## config.mk

```make
export PLATFORM = sky130hd
export DESIGN_NAME = pptc_time_clock
export DESIGN_NICKNAME = d
export VERILOG_FILES = /design/src/logic/pptc_pkg.sv /design/src/logic/pptc_tick_gen.sv /design/src/logic/pptc_time_clock.sv
export VERILOG_INCLUDE_DIRS = /design/src /design/src/logic
export SDC_FILE = /design/constraint.sdc
export NUM_CORES = 1
export LEC_CHECK = 0
export BUFFER_PORTS_ARGS = -buffer_cell sky130_fd_sc_hd__buf_2
export CORE_AREA = 2 2 195 274
export CTS_BUF_LIST = sky130_fd_sc_hd__clkbuf_4
export DETAILED_ROUTE_END_ITERATION = 10
export DIE_AREA = 0 0 197 276
export GPL_TIMING_DRIVEN = 0
export PLACE_DENSITY = 0.6
export SLEW_MARGIN = 20
export SYNTH_ARGS = -nofsm -noshare
export SYNTH_HDL_FRONTEND = slang
export SYNTH_SLANG_ARGS = --single-unit
```

## constraint.sdc

```tcl
create_clock -name clk -period 17.3 [get_ports clk]
set_clock_uncertainty 0.1 [all_clocks]
set_input_delay 5.19 -clock clk [delete_from_list [all_inputs] [get_ports clk]]
set_output_delay 5.19 -clock clk [all_outputs]
set_load 0.1 [all_outputs]
```

## src/logic/pptc_defines.svh

```systemverilog
// offsets, field positions, reset values and timing figures of the ptp time clock
`ifndef PPTC_DEFINES_SVH
`define PPTC_DEFINES_SVH

// register indices, byte address is four times the index
`define PPTC_IDX_CTRL 14'h0500
`define PPTC_IDX_PHASE 14'h0502
`define PPTC_IDX_NS_HI 14'h0504
`define PPTC_IDX_NS_LO 14'h0506
`define PPTC_IDX_SEC_HI 14'h0508
`define PPTC_IDX_SEC_LO 14'h050a
`define PPTC_IDX_RATE_HI 14'h050c
`define PPTC_IDX_RATE_LO 14'h050e
`define PPTC_IDX_DUR_HI 14'h0510
`define PPTC_IDX_DUR_LO 14'h0512

// control word fields
`define PPTC_CTRL_CONT 2
`define PPTC_CTRL_LOAD 3
`define PPTC_CTRL_READ 4

// rate upper word fields
`define PPTC_RATE_DIR 15
`define PPTC_RATE_TEMP 14
`define PPTC_RATE_HI_MSB 13

// phase field
`define PPTC_PHASE_MAX 3'h4
`define PPTC_PHASE_RST 3'h0

// reset values of the words
`define PPTC_WORD_RST 16'h0000
`define PPTC_LONG_RST 32'h0000_0000
`define PPTC_RATE_RST 30'h0000_0000

// timing: system clock period, rtc tick period, one second
`define PPTC_CLK_PERIOD_NS 7'd25
`define PPTC_TICK_NS 7'd40
`define PPTC_NS_PER_SEC 33'd1000000000

// bus answers
`define PPTC_RESP_OKAY 2'h0
`define PPTC_RESP_SLVERR 2'h2

`endif

```

## src/logic/pptc_pkg.sv

```systemverilog
// types of the ptp time clock with rate adjustment
package pptc_pkg;

    // bus channel state, gray along idle -> answer
    typedef enum logic [1:0] {
        BUS_IDLE = 2'b00,
        BUS_RESP = 2'b01
    } pptc_bus_e;

    // whole state of the time clock top
    typedef struct packed {
        pptc_bus_e wr_st;
        logic awready;
        logic wready;
        logic bvalid;
        logic [1:0] bresp;
        logic aw_got;
        logic w_got;
        logic [13:0] waddr;
        logic [31:0] wdata;
        logic [3:0] wstrb;
        pptc_bus_e rd_st;
        logic arready;
        logic rvalid;
        logic [1:0] rresp;
        logic [31:0] rdata;
        logic [2:0] sh_phase;
        logic [31:0] sh_ns;
        logic [31:0] sh_sec;
        logic rate_dir;
        logic temp_on;
        logic cont;
        logic [29:0] rate;
        logic [31:0] dur;
        logic [2:0] phase;
        logic [31:0] ns;
        logic [31:0] sec;
        logic [29:0] frac;
        logic [31:0] tleft;
    } pptc_state_s;

    // state of the tick divider
    typedef struct packed {
        logic [6:0] acc;
        logic tick;
    } pptc_tick_s;

endpackage

```

## src/logic/pptc_tick_gen.sv

```systemverilog
// fractional divider giving the 25 mhz rtc tick as an enable on the 40 mhz clock
`timescale 1ns/1ps
`include "pptc_defines.svh"

module pptc_tick_gen (
    // clock and reset
    input wire logic clk,
    input wire logic reset,
    // one-cycle enable, five of every eight clocks
    output logic tick
);
    import pptc_pkg::*;

    pptc_tick_s r; // registered state
    pptc_tick_s n; // next state

    // add the clock period each cycle, tick when a whole rtc period is due
    always_comb begin
        n = r;
        n.tick = 1'b0;
        if (r.acc + `PPTC_CLK_PERIOD_NS >= `PPTC_TICK_NS) begin
            n.acc = r.acc + `PPTC_CLK_PERIOD_NS - `PPTC_TICK_NS;
            n.tick = 1'b1;
        end else begin
            n.acc = r.acc + `PPTC_CLK_PERIOD_NS;
        end
    end

    // register the copy
    always_ff @(posedge clk) begin
        if (reset) begin
            r <= '0;
        end else begin
            r <= n;
        end
    end

    assign tick = r.tick;
endmodule

```

## src/logic/pptc_time_clock.sv

```systemverilog
// ptp real time clock with continuous and timed rate adjustment, axi4-lite registers
// Operation
// - phase field names 8 ns slot in tick
// - phase codes 000..100 mean 0..32 ns
// - phase codes 101..111 never reported nor accepted
// - nanoseconds 32 bits, two read-write halves
// - seconds 32 bits, two read-write halves
// - direction one adds rate each tick
// - direction zero subtracts rate each tick
// - direction bit serves both adjustment modes
// - temporary bit starts timed rate adjustment
// - writing temporary bit zero stops it
// - duration 32 bit tick count, upper word
// - rate 30 bits over two words
// - one rate value for both modes
// - read strobe copies live clock to words
// - load strobe copies words to live clock
// - continuous mode adjusts every tick, no limit
// - duration lower word, resets zero
`timescale 1ns/1ps
`include "pptc_defines.svh"

module pptc_time_clock (
    // clock and reset
    input wire logic clk,
    input wire logic reset,
    // axi4-lite write address
    input wire logic [15:0] s_axi_awaddr,
    input wire logic s_axi_awvalid,
    output logic s_axi_awready,
    // axi4-lite write data
    input wire logic [31:0] s_axi_wdata,
    input wire logic [3:0] s_axi_wstrb,
    input wire logic s_axi_wvalid,
    output logic s_axi_wready,
    // axi4-lite write response
    output logic [1:0] s_axi_bresp,
    output logic s_axi_bvalid,
    input wire logic s_axi_bready,
    // axi4-lite read address
    input wire logic [15:0] s_axi_araddr,
    input wire logic s_axi_arvalid,
    output logic s_axi_arready,
    // axi4-lite read data
    output logic [31:0] s_axi_rdata,
    output logic [1:0] s_axi_rresp,
    output logic s_axi_rvalid,
    input wire logic s_axi_rready,
    // live time for the rest of the switch
    output logic [31:0] rtc_seconds,
    output logic [31:0] rtc_nanoseconds,
    output logic [2:0] rtc_phase
);
    import pptc_pkg::*;

    pptc_state_s r; // registered state
    pptc_state_s n; // next state
    logic tick; // 25 mhz enable
    logic wr_do; // both write halves held, commit now
    logic adj; // some adjustment mode active
    logic [30:0] fsum; // fraction sum with carry or borrow
    logic [32:0] nsn; // advanced nanoseconds before wrap
    logic [6:0] step; // nanoseconds added this tick
    logic ld_req; // load strobe in this write
    logic rd_req; // read strobe in this write
    logic [31:0] rmux; // read word for the pending address
    logic rmap; // pending read address is mapped
    logic wmap; // pending write address is mapped

    // tick divider
    pptc_tick_gen u_tick (
        .clk(clk),
        .reset(reset),
        .tick(tick)
    );

    // byte-lane merge of a 16-bit word
    function automatic logic [15:0] merge16(input logic [15:0] old, input logic [31:0] d,
                                            input logic [3:0] s);
        merge16 = {s[1] ? d[15:8] : old[15:8], s[0] ? d[7:0] : old[7:0]};
    endfunction

    // read mux over the register map, unmapped words read zero
    always_comb begin
        rmap = 1'b1;
        rmux = 32'h0000_0000;
        case (s_axi_araddr[15:2])
            `PPTC_IDX_CTRL: rmux = {29'h0, r.cont, 2'h0};
            `PPTC_IDX_PHASE: rmux = {29'h0, r.sh_phase};
            `PPTC_IDX_NS_HI: rmux = {16'h0, r.sh_ns[31:16]};
            `PPTC_IDX_NS_LO: rmux = {16'h0, r.sh_ns[15:0]};
            `PPTC_IDX_SEC_HI: rmux = {16'h0, r.sh_sec[31:16]};
            `PPTC_IDX_SEC_LO: rmux = {16'h0, r.sh_sec[15:0]};
            `PPTC_IDX_RATE_HI: rmux = {16'h0, r.rate_dir, r.temp_on, r.rate[29:16]};
            `PPTC_IDX_RATE_LO: rmux = {16'h0, r.rate[15:0]};
            `PPTC_IDX_DUR_HI: rmux = {16'h0, r.dur[31:16]};
            `PPTC_IDX_DUR_LO: rmux = {16'h0, r.dur[15:0]};
            default: rmap = 1'b0;
        endcase
    end

    // write decode: only indices in the map answer okay
    always_comb begin
        case (r.waddr)
            `PPTC_IDX_CTRL, `PPTC_IDX_PHASE, `PPTC_IDX_NS_HI, `PPTC_IDX_NS_LO,
            `PPTC_IDX_SEC_HI, `PPTC_IDX_SEC_LO, `PPTC_IDX_RATE_HI, `PPTC_IDX_RATE_LO,
            `PPTC_IDX_DUR_HI, `PPTC_IDX_DUR_LO: wmap = 1'b1;
            default: wmap = 1'b0;
        endcase
    end

    assign wr_do = r.aw_got && r.w_got;
    assign ld_req = wr_do && r.waddr == `PPTC_IDX_CTRL && r.wstrb[0]
                    && r.wdata[`PPTC_CTRL_LOAD];
    assign rd_req = wr_do && r.waddr == `PPTC_IDX_CTRL && r.wstrb[0]
                    && r.wdata[`PPTC_CTRL_READ];
    // one rate and one direction serve both modes
    assign adj = r.cont || r.temp_on;

    // rate step: fraction carry or borrow moves the nanoseconds by one
    always_comb begin
        if (adj && r.rate_dir) begin
            fsum = {1'b0, r.frac} + {1'b0, r.rate};
            step = `PPTC_TICK_NS + {6'h0, fsum[30]};
        end else if (adj) begin
            fsum = {1'b0, r.frac} - {1'b0, r.rate};
            step = `PPTC_TICK_NS - {6'h0, fsum[30]};
        end else begin
            fsum = {1'b0, r.frac};
            step = `PPTC_TICK_NS;
        end
        nsn = {1'b0, r.ns} + {26'h0, step};
    end

    // next state: bus, registers, live clock
    always_comb begin
        n = r;
        // write address and data taken in either order
        if (s_axi_awvalid && r.awready) begin
            n.awready = 1'b0;
            n.aw_got = 1'b1;
            n.waddr = s_axi_awaddr[15:2];
        end
        if (s_axi_wvalid && r.wready) begin
            n.wready = 1'b0;
            n.w_got = 1'b1;
            n.wdata = s_axi_wdata;
            n.wstrb = s_axi_wstrb;
        end
        // answer after both halves, ready returns once it is taken
        if (r.wr_st == BUS_RESP && s_axi_bready) begin
            n.bvalid = 1'b0;
            n.awready = 1'b1;
            n.wready = 1'b1;
            n.wr_st = BUS_IDLE;
        end
        // live clock advances by one tick
        if (tick) begin
            n.frac = fsum[29:0];
            if (nsn >= `PPTC_NS_PER_SEC) begin
                n.ns = 32'(nsn - `PPTC_NS_PER_SEC);
                n.sec = r.sec + 32'h0000_0001;
            end else begin
                n.ns = nsn[31:0];
            end
            // timed mode counts down and ends itself
            if (r.temp_on) begin
                n.tleft = r.tleft - 32'h0000_0001;
                if (r.tleft == 32'h0000_0001) begin
                    n.temp_on = 1'b0;
                end
            end
        end
        // read strobe takes the clock as it stood before this tick
        if (rd_req) begin
            n.sh_phase = r.phase;
            n.sh_ns = r.ns;
            n.sh_sec = r.sec;
        end
        // load strobe wins over the tick in the same cycle
        if (ld_req) begin
            n.phase = r.sh_phase;
            n.ns = r.sh_ns;
            n.sec = r.sh_sec;
            n.frac = `PPTC_RATE_RST;
        end
        // commit a write, registers win over hardware updates
        if (wr_do) begin
            n.aw_got = 1'b0;
            n.w_got = 1'b0;
            n.bvalid = 1'b1;
            n.wr_st = BUS_RESP;
            n.bresp = wmap ? `PPTC_RESP_OKAY : `PPTC_RESP_SLVERR;
            case (r.waddr)
                `PPTC_IDX_CTRL: begin
                    if (r.wstrb[0]) begin
                        n.cont = r.wdata[`PPTC_CTRL_CONT];
                    end
                end
                `PPTC_IDX_PHASE: begin
                    // an invalid code is held at the last valid slot
                    if (r.wstrb[0]) begin
                        n.sh_phase = (r.wdata[2:0] > `PPTC_PHASE_MAX) ?
                                     `PPTC_PHASE_MAX : r.wdata[2:0];
                    end
                end
                `PPTC_IDX_NS_HI: n.sh_ns[31:16] = merge16(r.sh_ns[31:16], r.wdata, r.wstrb);
                `PPTC_IDX_NS_LO: n.sh_ns[15:0] = merge16(r.sh_ns[15:0], r.wdata, r.wstrb);
                `PPTC_IDX_SEC_HI: n.sh_sec[31:16] = merge16(r.sh_sec[31:16], r.wdata, r.wstrb);
                `PPTC_IDX_SEC_LO: n.sh_sec[15:0] = merge16(r.sh_sec[15:0], r.wdata, r.wstrb);
                `PPTC_IDX_RATE_HI: begin
                    if (r.wstrb[0]) begin
                        n.rate[23:16] = r.wdata[7:0];
                    end
                    if (r.wstrb[1]) begin
                        n.rate[29:24] = r.wdata[`PPTC_RATE_HI_MSB:8];
                        n.rate_dir = r.wdata[`PPTC_RATE_DIR];
                        // a zero duration gives no timed adjustment at all
                        n.temp_on = r.wdata[`PPTC_RATE_TEMP] && r.dur != 32'h0;
                        n.tleft = r.dur;
                    end
                end
                `PPTC_IDX_RATE_LO: n.rate[15:0] = merge16(r.rate[15:0], r.wdata, r.wstrb);
                `PPTC_IDX_DUR_HI: n.dur[31:16] = merge16(r.dur[31:16], r.wdata, r.wstrb);
                `PPTC_IDX_DUR_LO: n.dur[15:0] = merge16(r.dur[15:0], r.wdata, r.wstrb);
                default: n.bresp = `PPTC_RESP_SLVERR;
            endcase
        end
        // read channel: one read at a time
        case (r.rd_st)
            BUS_IDLE: begin
                if (s_axi_arvalid) begin
                    n.arready = 1'b0;
                    n.rvalid = 1'b1;
                    n.rdata = rmux;
                    n.rresp = rmap ? `PPTC_RESP_OKAY : `PPTC_RESP_SLVERR;
                    n.rd_st = BUS_RESP;
                end
            end
            BUS_RESP: begin
                if (s_axi_rready) begin
                    n.rvalid = 1'b0;
                    n.arready = 1'b1;
                    n.rd_st = BUS_IDLE;
                end
            end
            default: n.rd_st = BUS_IDLE;
        endcase
    end

    // register the copy; ready flags come up at reset
    always_ff @(posedge clk) begin
        if (reset) begin
            r <= '0;
            r.awready <= 1'b1;
            r.wready <= 1'b1;
            r.arready <= 1'b1;
            r.phase <= `PPTC_PHASE_RST;
            r.sh_phase <= `PPTC_PHASE_RST;
        end else begin
            r <= n;
        end
    end

    // outputs straight from the state register
    assign s_axi_awready = r.awready;
    assign s_axi_wready = r.wready;
    assign s_axi_bvalid = r.bvalid;
    assign s_axi_bresp = r.bresp;
    assign s_axi_arready = r.arready;
    assign s_axi_rvalid = r.rvalid;
    assign s_axi_rdata = r.rdata;
    assign s_axi_rresp = r.rresp;
    assign rtc_seconds = r.sec;
    assign rtc_nanoseconds = r.ns;
    assign rtc_phase = r.phase;

    logic rate_wr; // write of the rate upper word, high lane
    logic quiet; // tick without load and far from a second wrap
    assign rate_wr = wr_do && r.waddr == `PPTC_IDX_RATE_HI && r.wstrb[1];
    assign quiet = tick && !ld_req && r.ns < 32'd999_000_000;
endmodule

```

==> impl_metrics.toml, run 1 <==
[outcome]
outcome = "finished, final reports clean"

[global_routing]
grt-ovfl-total = 0
use_met3_pct = 4.708
antenna_found_initial = 3
track_usage_pct = 30.79
top_usage_layer = "met2"
grt_use_met1_pct = 36.04
grt_pass1_wl_um = 127500
grt_max_degree = 12
grtUsageMet2_pct = 51.35
grt_pass1_vias = 20820

[die]
pin_count = 183
die-area_mm2 = 0.05437
die_h_um = 276
row_count = 99
die_w_um = 197
start_util_pct = 39.80
coreArea_mm2 = 0.05178

[final_layout]
multi_input_area_mm2 = 0.01230
fin_area_mm2 = 0.02324
ff_latch_area_mm2 = 0.006546
final_nets = 3074
area_growth_pct = 12.77
fill_cells = 5340
layout-drive-gt1-share_pct = 14.94

[critical_path]
cp.buffers_inverters = 3
path_max_fanout = 10
crit_family = "compound AO/OA/AOI/OAI gates"
required_ns = 17.85
crit_type = "flip-flop to flip-flop"
end_kind = "flip-flop"
timing.reg2reg.setup_slack_ns = 8.53
cp.arrival_ns = 9.32
critical-path-slowest-cell = "nor4_1"
cp-start-kind = "flip-flop"
slowest_delay_ns = 0.67

[drt]
via_per_inst = 5.970
drt_wl_total_um = 86220
drtPass1Iterations = 8
drc_errors = 0
vias = 21756
drt_iter0_drc = 2295
wl_per_cell_um = 23.66
final_antenna_net_count = 0

[clock_tree]
cts_tree = "done"
root_buffer = "clkbuf_4"
clk_pin_slew_ns = 0.07
clk_latency_ns = 0.85
clock_tree.buffer_depth = 3
cts_setup_buffers = 0
cts_buffers = 87
hold_buffers = 0
ctsResizeCount = 0
cts_sinks = 327
htreeDepth = 3

[yosys]
syn_area_mm2 = 0.02061
synth_edf_count = 0
ys_ff_latch = 327
async_reset_ff_share_pct = 0
synthDistinctLibCells = 99
yosys_warnings = 0
ys.flop_type = "dfxtp_1"
ys_seq_area_share_pct = 31.76
syn_inst = 2680
avgSynthCellArea_um2 = 7.690

[timing]
finalHoldViolations = 0
worstMarginPinSlew_ns = 1.150
setup_tns_ns = 0
timing.final.crit_period_ns = 8.765
final-max-slew-violation-count = 0
fmax_mhz = 114.1
rsz0062_at_grt = "false"
setup_violations = 0
worst_hold_slack_ns = 0.3524
fin_crit_sh_pct = 50.67
slew_headroom_pct = 23.37

[place]
portBuffers = 141
dp_hpwl_um = 65550
placed_area_mm2 = 0.02222
gp_congestion = 0.9999

[job]
cap_violations = 0

[pwr]
leakagePower_nw = 9.572
vdd.ir_drop.worst_v = 0.00008979
p_per_area_mw_per_mm2 = 75.41

[worst_hold_path]
hp-class = "flip-flop to flip-flop"
-- synth_stat cells, drive strengths merged (5+ instances only) --
cell,count,area share [%]
xnor2,68,2.9
buf,131,4.5
nand2b,13,0.39
clkbuf,149,2.7
mux2i,110,5.3
nand4,29,1.0
a311oi,39,1.7
nor3,87,2.2
ha,69,4.2
o21ai,107,2.7
a31oi,30,0.98
a21oi,177,4.4
a21o,17,0.62
or3,35,1.1
o22ai,41,1.2
nor2,407,7.4
or2,8,0.24
inv,91,1.7
nand2,219,4.0
nor4,72,2.2
a22oi,26,1.0
a32oi,6,0.25
nor4b,6,0.25
o21a,8,0.33
o31ai,24,1.1
o311ai,5,0.21
nor3b,5,0.18
xor2,27,1.1
o31a,6,0.30
a2111oi,5,0.21
nor2b,14,0.42
o21bai,7,0.25
o211ai,19,0.69
a21boi,7,0.25
o221a,8,0.44
and3,37,1.1
or4,16,0.58
nand3,66,1.6
and2,23,0.70
a211oi,84,3.1
and4,7,0.30
dfxtp,327,32
-- logic make-up after synthesis --
group	count (synthesis)	synth area share [%]
compound gates	654	21.50
fa+ha+maj	71	4.383
other cells	1	0.01820
mux	111	5.397
xor+xnor	95	4.037
buf+inv	372	8.919
simple gates	1049	23.98
flops	327	31.76
-- stage by stage --
| step | cells | total power [W] | util [%] | setup slack (ns) |
|---|---|---|---|---|
| final | 3644 | 0.001752 | 44.89 | 8.535 |
| after global routing | 3644 | 0.001817 | 44.89 | 7.949 |
| after CTS | 3642 | 0.001758 | 44.88 | 8.801 |
| after detailed placement | 3495 | 0.001089 | 42.91 | 8.875 |
| after global placement | 3494 | 0.001086 | 42.87 | 8.943 |
| after floorplan | 2697 | 0.0009971 | - | 10.19 |
-- placed cells by master (no fill, tap or decap), types with 19 or more instances in the layout --
master and instances:
dfxtp_1 327, a21oi_1 173, mux2i_1 110, and2_1 22
a22oi_1 24, xnor2_1 68, nor4_1 70, clkbuf_4 122
nor2_1 405, nor3_1 83, a31oi_1 29, o21ai_0 98
nand2_1 218, a311oi_1 38, o31ai_1 20, clkbuf_1 148
buf_4 108, inv_1 90, o211ai_1 19, and3_1 37
ha_1 69, or3_1 35, a211oi_1 83, o22ai_1 41
nand4_1 26, xor2_1 27, nand3_1 66, buf_2 154
-- sequential cells by signal (all words and copies together) (netlist names) --
name             flops
u_tick.tick          1
u_tick.r             7
s_axi_bresp          1
rtc_seconds         32
s_axi_wready         1
s_axi_arready        1
r                  230
rtc_phase            3
s_axi_rvalid         1
s_axi_rdata         16
s_axi_rresp          1
rtc_nanoseconds     32
s_axi_awready        1
-- per-layer routing --
metal  vias to the layer above  routed length (um)  share of wire, %
li1                      10065                   -                 -
met1                     10303               33450                39
met2                      1113               40520                47
met3                       273                5891               6.8
met4                         2                6349               7.4
met5                         -                  12             0.014
-- worst paths after layout --
kind | start | to | cells after the start
setup / recovery | r[161]$_SDFFE_PP0P_ | rtc_nanoseconds[9]$_SDFFE_PP0P_ | 36
hold / removal | r[345]$_SDFFE_PP0P_ | r[345]$_SDFFE_PP0P_ | 2
setup reg to reg | r[161]$_SDFFE_PP0P_ | rtc_nanoseconds[9]$_SDFFE_PP0P_ | 36
hold reg to reg | r[345]$_SDFFE_PP0P_ | r[345]$_SDFFE_PP0P_ | 2
-- cell type report --
cell class | instances | share of cell area (%)
repair buffers | 142 | 3.069
inverters | 92 | 1.486
diodes | 2 | 0.02153
plain buffers | 280 | 6.423
flip-flops and latches | 327 | 28.17
multi-input cells | 1998 | 52.92
clock buffers | 122 | 3.941
well taps | 656 | 3.532
clock inverters | 25 | 0.4468
-- power breakdown --
group	internal, W	total (W)	switching (W)	leakage (nW)
combinational	0.0000702	0.000292	0.000221	6.30
sequential	0.000769	0.000787	0.0000177	2.64
clock	0.000324	0.000674	0.000350	0.627
total	0.00116	0.00175	0.000589	9.57
-- worst reg2reg max path, delay by kind of cell (launching register included) --
kind            cells  cell delay (ns)
simple gates        8             1.92
compound gates     18             3.76
fa+ha+maj           5             1.46
buf+inv             3             0.61
xor+xnor            2             0.37
flops               1             0.41
Note: power is estimated with default switching activity, not from simulation.
==> run 2, diff against run 1 <==
Settings changed: ABC_AREA from default to 1, CORE_AREA 2 2 195 274 to 2 2 204 286, DIE_AREA 0 0 197 276 to 0 0 206 288.
Clock period 17.3 ns to 8.8 ns, I/O delays scaled along.
==> run 2 against run 1 <==
Clock-buffer cell count increased by 2; synthesized cell count up 26%; via count increased by 13%; combinational power up 79%; die area increased by 9.1%; fmax grew 47%; highest routed layer is now met4; non-clock buffer count shrank 30; final cell count is 21% higher; clock power up 100%; utilization shrank 0.53 points; first-iteration DRC count decreased by 5.5%; cell area rose by 8.8%; critical endpoint is now rtc_nanoseconds[10]$_SDFFE_PP0P_.
==> impl_metrics.toml, run 2 <==
[critical_path]
end_kind = "flip-flop"
cp-start-kind = "flip-flop"
crit_type = "flip-flop to flip-flop"
path_max_fanout = 10
required_ns = 9.47
slowest_delay_ns = 0.39
cp.arrival_ns = 6.64
critical-path-slowest-cell = "fa_1"
timing.reg2reg.setup_slack_ns = 2.83
cpMostUsedCell = "nand2_1"

[final_layout]
final_cell_mix = "nand2_1 (525), inv_1 (502), dfxtp_1 (327)"
mostFrequentLayoutCell = "nand2_1"
area_growth_pct = 12.32
regMostFlops = "r"
fill_cells = 6295
largest_reg_flops = 230
final_nets = 3760
layout-drive-gt1-share_pct = 15.87

[timing]
finalWorstSetupSlack_ns = 2.831
final-max-slew-violation-count = 0
setup_tns_ns = 0
rsz0062_at_grt = "false"
timing.final.crit_period_ns = 5.969
worstMarginPinSlew_ns = 1.144
slew_headroom_pct = 23.77
fin_crit_sh_pct = 67.83
fmax_mhz = 167.5
finalHoldViolations = 0
setup_violations = 0

[drt]
wl_per_cell_um = 21.56
drt_wl_total_um = 95110
wl_met1_um = 34780
drc_errors = 0
met3WireLength_um = 7101
final_antenna_net_count = 0
met2_length_um = 45580
via_per_inst = 5.562
vias = 24538
drt_iter0_drc = 2168
highest-signal-layer = "met4"
drtPass1Iterations = 6

[yosys]
yosys_warnings = 0
async_reset_ff_share_pct = 0
synth_largest_area_cell = "dfxtp_1"
avgSynthCellArea_um2 = 6.688
yosysMostFrequentCell = "nand2_1"
synth_edf_count = 0
synth_area_leaders = "dfxtp_1 (29%), nand2_1 (8.8%), inv_1 (8.4%)"
ys.flop_type = "dfxtp_1"
ys_seq_area_share_pct = 29.09
syn_area_mm2 = 0.02251
synth_commonest_cells = "nand2_1 (525), inv_1 (502), dfxtp_1 (327)"
synthDistinctLibCells = 64
synth_top_area_share_pct = 29.09
syn_inst = 3365
ys_ff_latch = 327

[clock_tree]
cts_sinks = 327
hold_buffers = 0
cts_buffers = 88
htreeDepth = 3
clock_tree.buffer_depth = 3
ctsResizeCount = 0
cts_tree = "done"
cts_setup_buffers = 0
root_buffer = "clkbuf_4"
clk_latency_ns = 0.92
clk_pin_slew_ns = 0.07

[place]
portBuffers = 141
dpl_worst_slack_ns = 2.932
gp_congestion = 1.021
dp_hpwl_um = 74980

[job]
cap_violations = 0

[pwr]
p_per_area_mw_per_mm2 = 137.3
leakagePower_nw = 11.19
vdd.ir_drop.worst_v = 0.00005903

[die]
coreArea_mm2 = 0.05699
die_w_um = 206
die_h_um = 288
die-area_mm2 = 0.05933
pin_count = 183
row_count = 104
start_util_pct = 39.49

[global_routing]
grt_max_degree = 14
grt-ovfl-total = 0
grt_pass1_vias = 23257
antenna_found_initial = 1
grt_pass1_wl_um = 139100
track_usage_pct = 31.47

[outcome]
outcome = "finished, final reports clean"

[worst_hold_path]
hp-class = "flip-flop to flip-flop"
-- run 2: cell count changes in the layout (fill, tap and decap cells not counted), sizes merged, moves of 48 or more --
cell    change
inv       +419
xnor2      -60
nand2     +353
o21ai     +105
a21oi     +124
nor4       -52
mux2i     -108
nand3     +172
nor2       -68
a211oi     -48
o22ai      +71
-- run 2: per-stage QoR --
step                std cells  instance area [um^2]  hold slack (ns)  total power, W  util (%)
floorplan                3382                 22570           0.3175        0.001919         -
finish                   4412                 25280           0.3451        0.003471     44.35
CTS                      4410                 25270           0.3516        0.003481     44.34
detailed placement       4266                 24220           0.3366        0.002113     42.49
global route             4411                 25280           0.3870        0.003594     44.35
global placement         4265                 24200           0.3291        0.002112     42.47
-- run 2: layout make-up --
class | instances | area [um^2] | area share [%]
multi-input cells | 2286 | 12640 | 50.01
flip-flops and latches | 327 | 6546 | 25.90
inverters | 519 | 1948 | 7.706
plain buffers | 250 | 1445 | 5.717
clock buffers | 124 | 930.9 | 3.682
well taps | 742 | 928.4 | 3.673
repair buffers | 142 | 710.7 | 2.811
clock inverters | 20 | 122.6 | 0.4851
diodes | 2 | 5.005 | 0.01980
-- run 2: logic make-up after synthesis --
logic type	after synthesis	share of synthesized area [%]
simple gates	1305	26.72
compound gates	820	22.12
buf+inv	769	15.08
flops	327	29.09
fa+ha+maj	71	4.014
xor+xnor	70	2.874
mux	2	0.08895
other cells	1	0.01666
-- run 2: worst paths after layout --
| kind | from | to | cells after the start |
|---|---|---|---|
| min reg2reg | u_tick.r[1]$_SDFF_PP0_ | u_tick.r[1]$_SDFF_PP0_ | 1 |
| max reg2reg | r[32]$_SDFFE_PP0P_ | rtc_nanoseconds[10]$_SDFFE_PP0P_ | 41 |
| min | u_tick.r[1]$_SDFF_PP0_ | u_tick.r[1]$_SDFF_PP0_ | 1 |
| max | r[32]$_SDFFE_PP0P_ | rtc_nanoseconds[10]$_SDFFE_PP0P_ | 41 |
-- run 2: routing by layer --
metal | vias to the layer above | global-route usage, %
met3 | 346 | 6.079
met4 | 0 | 22.46
li1 | 11703 | -
met1 | 11316 | 34.21
met2 | 1173 | 54.40
met5 | - | 0
-- run 2: report_power, final --
group	switching (W)	total [W]	internal, W
sequential	0.0000598	0.00157	0.00151
clock	0.000703	0.00138	0.000674
combinational	0.000409	0.000523	0.000115
total	0.00117	0.00347	0.00230
-- run 2: critical path, delay by kind of cell, from the launching register on --
kind                     cells  cell delay [ns]
AND/OR/NAND/NOR             24             2.28
buffers and inverters        6             0.66
adder cells (fa/ha/maj)      5             1.28
flip-flops                   1             0.33
AO/OA/AOI/OAI                6             1.20
==> run 3, diff against run 2 <==
Settings changed: ABC_AREA 1 to 0, CORE_AREA 2 2 204 286 to 2 2 195 274, DIE_AREA 0 0 206 288 to 0 0 197 276.
Clock period 8.8 ns to 5.85 ns, I/O delays scaled along.
==> run 3 against run 2 <==
The run now ends with negative setup slack left; critical endpoint is now rtc_nanoseconds[12]$_SDFFE_PP0P_; combinational power grew 73%; sequential power up 48%; clock-buffer cell count decreased by 11; flip-flop and latch count unchanged; sequential share of layout area increased by 0.50 points; hold slack better by 0.0096 ns; critical path type unchanged; cell area is 1.4% lower; via count is 8.7% lower; clock power is 48% higher; largest cell class unchanged; critical path depth decreased by 7; first-iteration DRC count increased by 7.2%; setup slack worse by 3.3 ns.
==> impl_metrics.toml, run 3 (synthesis results as in run 1) <==
[timing]
worstMarginPinSlew_ns = 1.262
finalHoldViolations = 0
finalWorstSetupSlack_ns = -0.4998
final-max-slew-violation-count = 0
fmax_mhz = 157.5
timing.final.crit_period_ns = 6.350
setup_violations = 55
rsz0062_at_grt = "true"
slew_headroom_pct = 15.87
fin_crit_sh_pct = 108.5

[clock_tree]
root_buffer = "clkbuf_4"
clk_latency_ns = 0.82
cts_sinks = 327
clock_tree.buffer_depth = 3
cts_buffers = 85
htreeDepth = 3
clk_pin_slew_ns = 0.08
cts_tree = "done"

[critical_path]
cp-start-kind = "flip-flop"
crit_type = "flip-flop to flip-flop"
r2r-start = "r[161]$_SDFFE_PP0P_"
required_ns = 6.43
timing.reg2reg.setup_slack_ns = -0.50
path_max_fanout = 8
crit_path_start = "r[161]$_SDFFE_PP0P_"
r2r_end = "rtc_nanoseconds[12]$_SDFFE_PP0P_"
critical-path-slowest-cell = "or4_1"
r2r_cells = 34
end_kind = "flip-flop"
slowest_delay_ns = 0.43
crit_end = "rtc_nanoseconds[12]$_SDFFE_PP0P_"
cpMostUsedCell = "o21ai_2"
cp.arrival_ns = 6.93

[drt]
wl_per_cell_um = 24.15
vias = 22414
via_per_inst = 6.050
drt_iter0_drc = 2324
final_antenna_net_count = 0
drtPass1Iterations = 5
drc_errors = 0
drt_wl_total_um = 89460

[final_layout]
ff_latch_area_mm2 = 0.006578
regMostFlops = "r"
final_nets = 3134
fill_cells = 5233
largest_reg_flops = 230
area_growth_pct = 20.92
multi_input_area_mm2 = 0.01318
layout-drive-gt1-share_pct = 21.18
mostFrequentLayoutCell = "nor2_1"
final_cell_mix = "nor2_1 (401), dfxtp_1 (314), nand2_1 (210)"
fin_area_mm2 = 0.02492

[pwr]
p_per_area_mw_per_mm2 = 211.5
leakagePower_nw = 10.18
p_switching_w = 0.001783
intPower_w = 0.003488
pwr-share-seq_pct = 44.2
vdd.ir_drop.worst_v = 0.0002272
p_sw_share_pct = 33.83
combinationalPowerShare_pct = 17.2
clkPwrFrac_pct = 38.7

[die]
die_w_um = 197
start_util_pct = 39.80
row_count = 99
die-area_mm2 = 0.05437
coreArea_mm2 = 0.05178
die_h_um = 276
pin_count = 183

[place]
dpl_worst_slack_ns = -2.095
placed_area_mm2 = 0.02237
dp_hpwl_um = 66670
portBuffers = 141
gp_congestion = 0.9811

[global_routing]
grt_max_degree = 14
grt-ovfl-total = 0
grt_pass1_vias = 21503
grt_pass1_wl_um = 132000
antenna_found_initial = 3
track_usage_pct = 31.80

[outcome]
outcome = "finished with violations"
violations = "negative setup slack"

[job]
cap_violations = 0

[worst_hold_path]
hp-class = "flip-flop to flip-flop"
==> run 3: worst min-delay path by stage <==
stage	startpoint	end	slack (ns)	cells after the start
4_1_cts	r[342]$_SDFFE_PP0P_	r[342]$_SDFFE_PP0P_	0.35	2
3_5_place_dp	r[342]$_SDFFE_PP0P_	r[342]$_SDFFE_PP0P_	0.34	2
2_1_floorplan	u_tick.r[1]$_SDFF_PP0_	u_tick.r[1]$_SDFF_PP0_	0.32	1
6_report	r[342]$_SDFFE_PP0P_	r[342]$_SDFFE_PP0P_	0.35	2
5_1_grt	r[342]$_SDFFE_PP0P_	r[342]$_SDFFE_PP0P_	0.37	2
3_3_place_gp	u_tick.r[1]$_SDFF_PP0_	u_tick.r[1]$_SDFF_PP0_	0.33	1
==> run 3: final cells by class <==
type / instances / area share, %
sequential: 327 / 26.39
tap: 656 / 3.294
buffer: 278 / 6.291
clock inverter: 32 / 0.8284
multi-input combinational: 1998 / 52.90
antenna: 3 / 0.03012
clock buffer: 113 / 3.404
timing repair buffer: 206 / 5.468
inverter: 92 / 1.386
==> run 3: power groups by stage <==
stage / logic [W] / registers, W / clock network, W
2_1_floorplan: 0.000581 / 0.00237 / 0
3_3_place_gp: 0.000838 / 0.00238 / 0
3_5_place_dp: 0.000848 / 0.00238 / 0
4_1_cts: 0.000877 / 0.00232 / 0.00206
5_1_grt: 0.000943 / 0.00233 / 0.00218
6_report: 0.000905 / 0.00233 / 0.00204
==> run 3: critical path: cells and delay by family, from the launching register on <==
kind / cells / cell delay, ns
AO/OA/AOI/OAI: 18 / 2.82
AND/OR/NAND/NOR: 10 / 1.71
adder cells (fa/ha/maj): 4 / 1.01
flip-flops: 1 / 0.36
buffers and inverters: 2 / 0.26
==> run 3: metrics by stage <==
stage / hold WS (ns) / instances / setup TNS, ns / power [W] / util (%)
global route: 0.3715 / 3705 / -37.77 / 0.005451 / 48.13
detailed placement: 0.3440 / 3494 / -86.84 / 0.003227 / 43.21
global placement: 0.3346 / 3494 / -85.03 / 0.003216 / 43.19
CTS: 0.3540 / 3691 / -22.00 / 0.005262 / 47.18
finish: 0.3547 / 3705 / -19.98 / 0.005271 / 48.13
floorplan: 0.3175 / 2697 / -4.843 / 0.002950 / -
==> run 3: layer usage <==
layer | share of wire (%) | wire, um | vias up | track usage [%]
met4 | 7.4 | 6594 | 0 | 20.90
li1 | - | - | 10220 | -
met1 | 38 | 33660 | 10709 | 36.83
met5 | 0 | 0 | - | 0
met2 | 47 | 42440 | 1176 | 53.74
met3 | 7.6 | 6763 | 309 | 5.343
==> run 3: repair_timing <==
item | CTS | global route
resized for setup | 115 | 76
setup buffers | 50 | 13
pin swaps | 50 | 60
hold buffers | 0 | 0
setup endpoints to repair | 55 | 55
cloned | 3 | 2
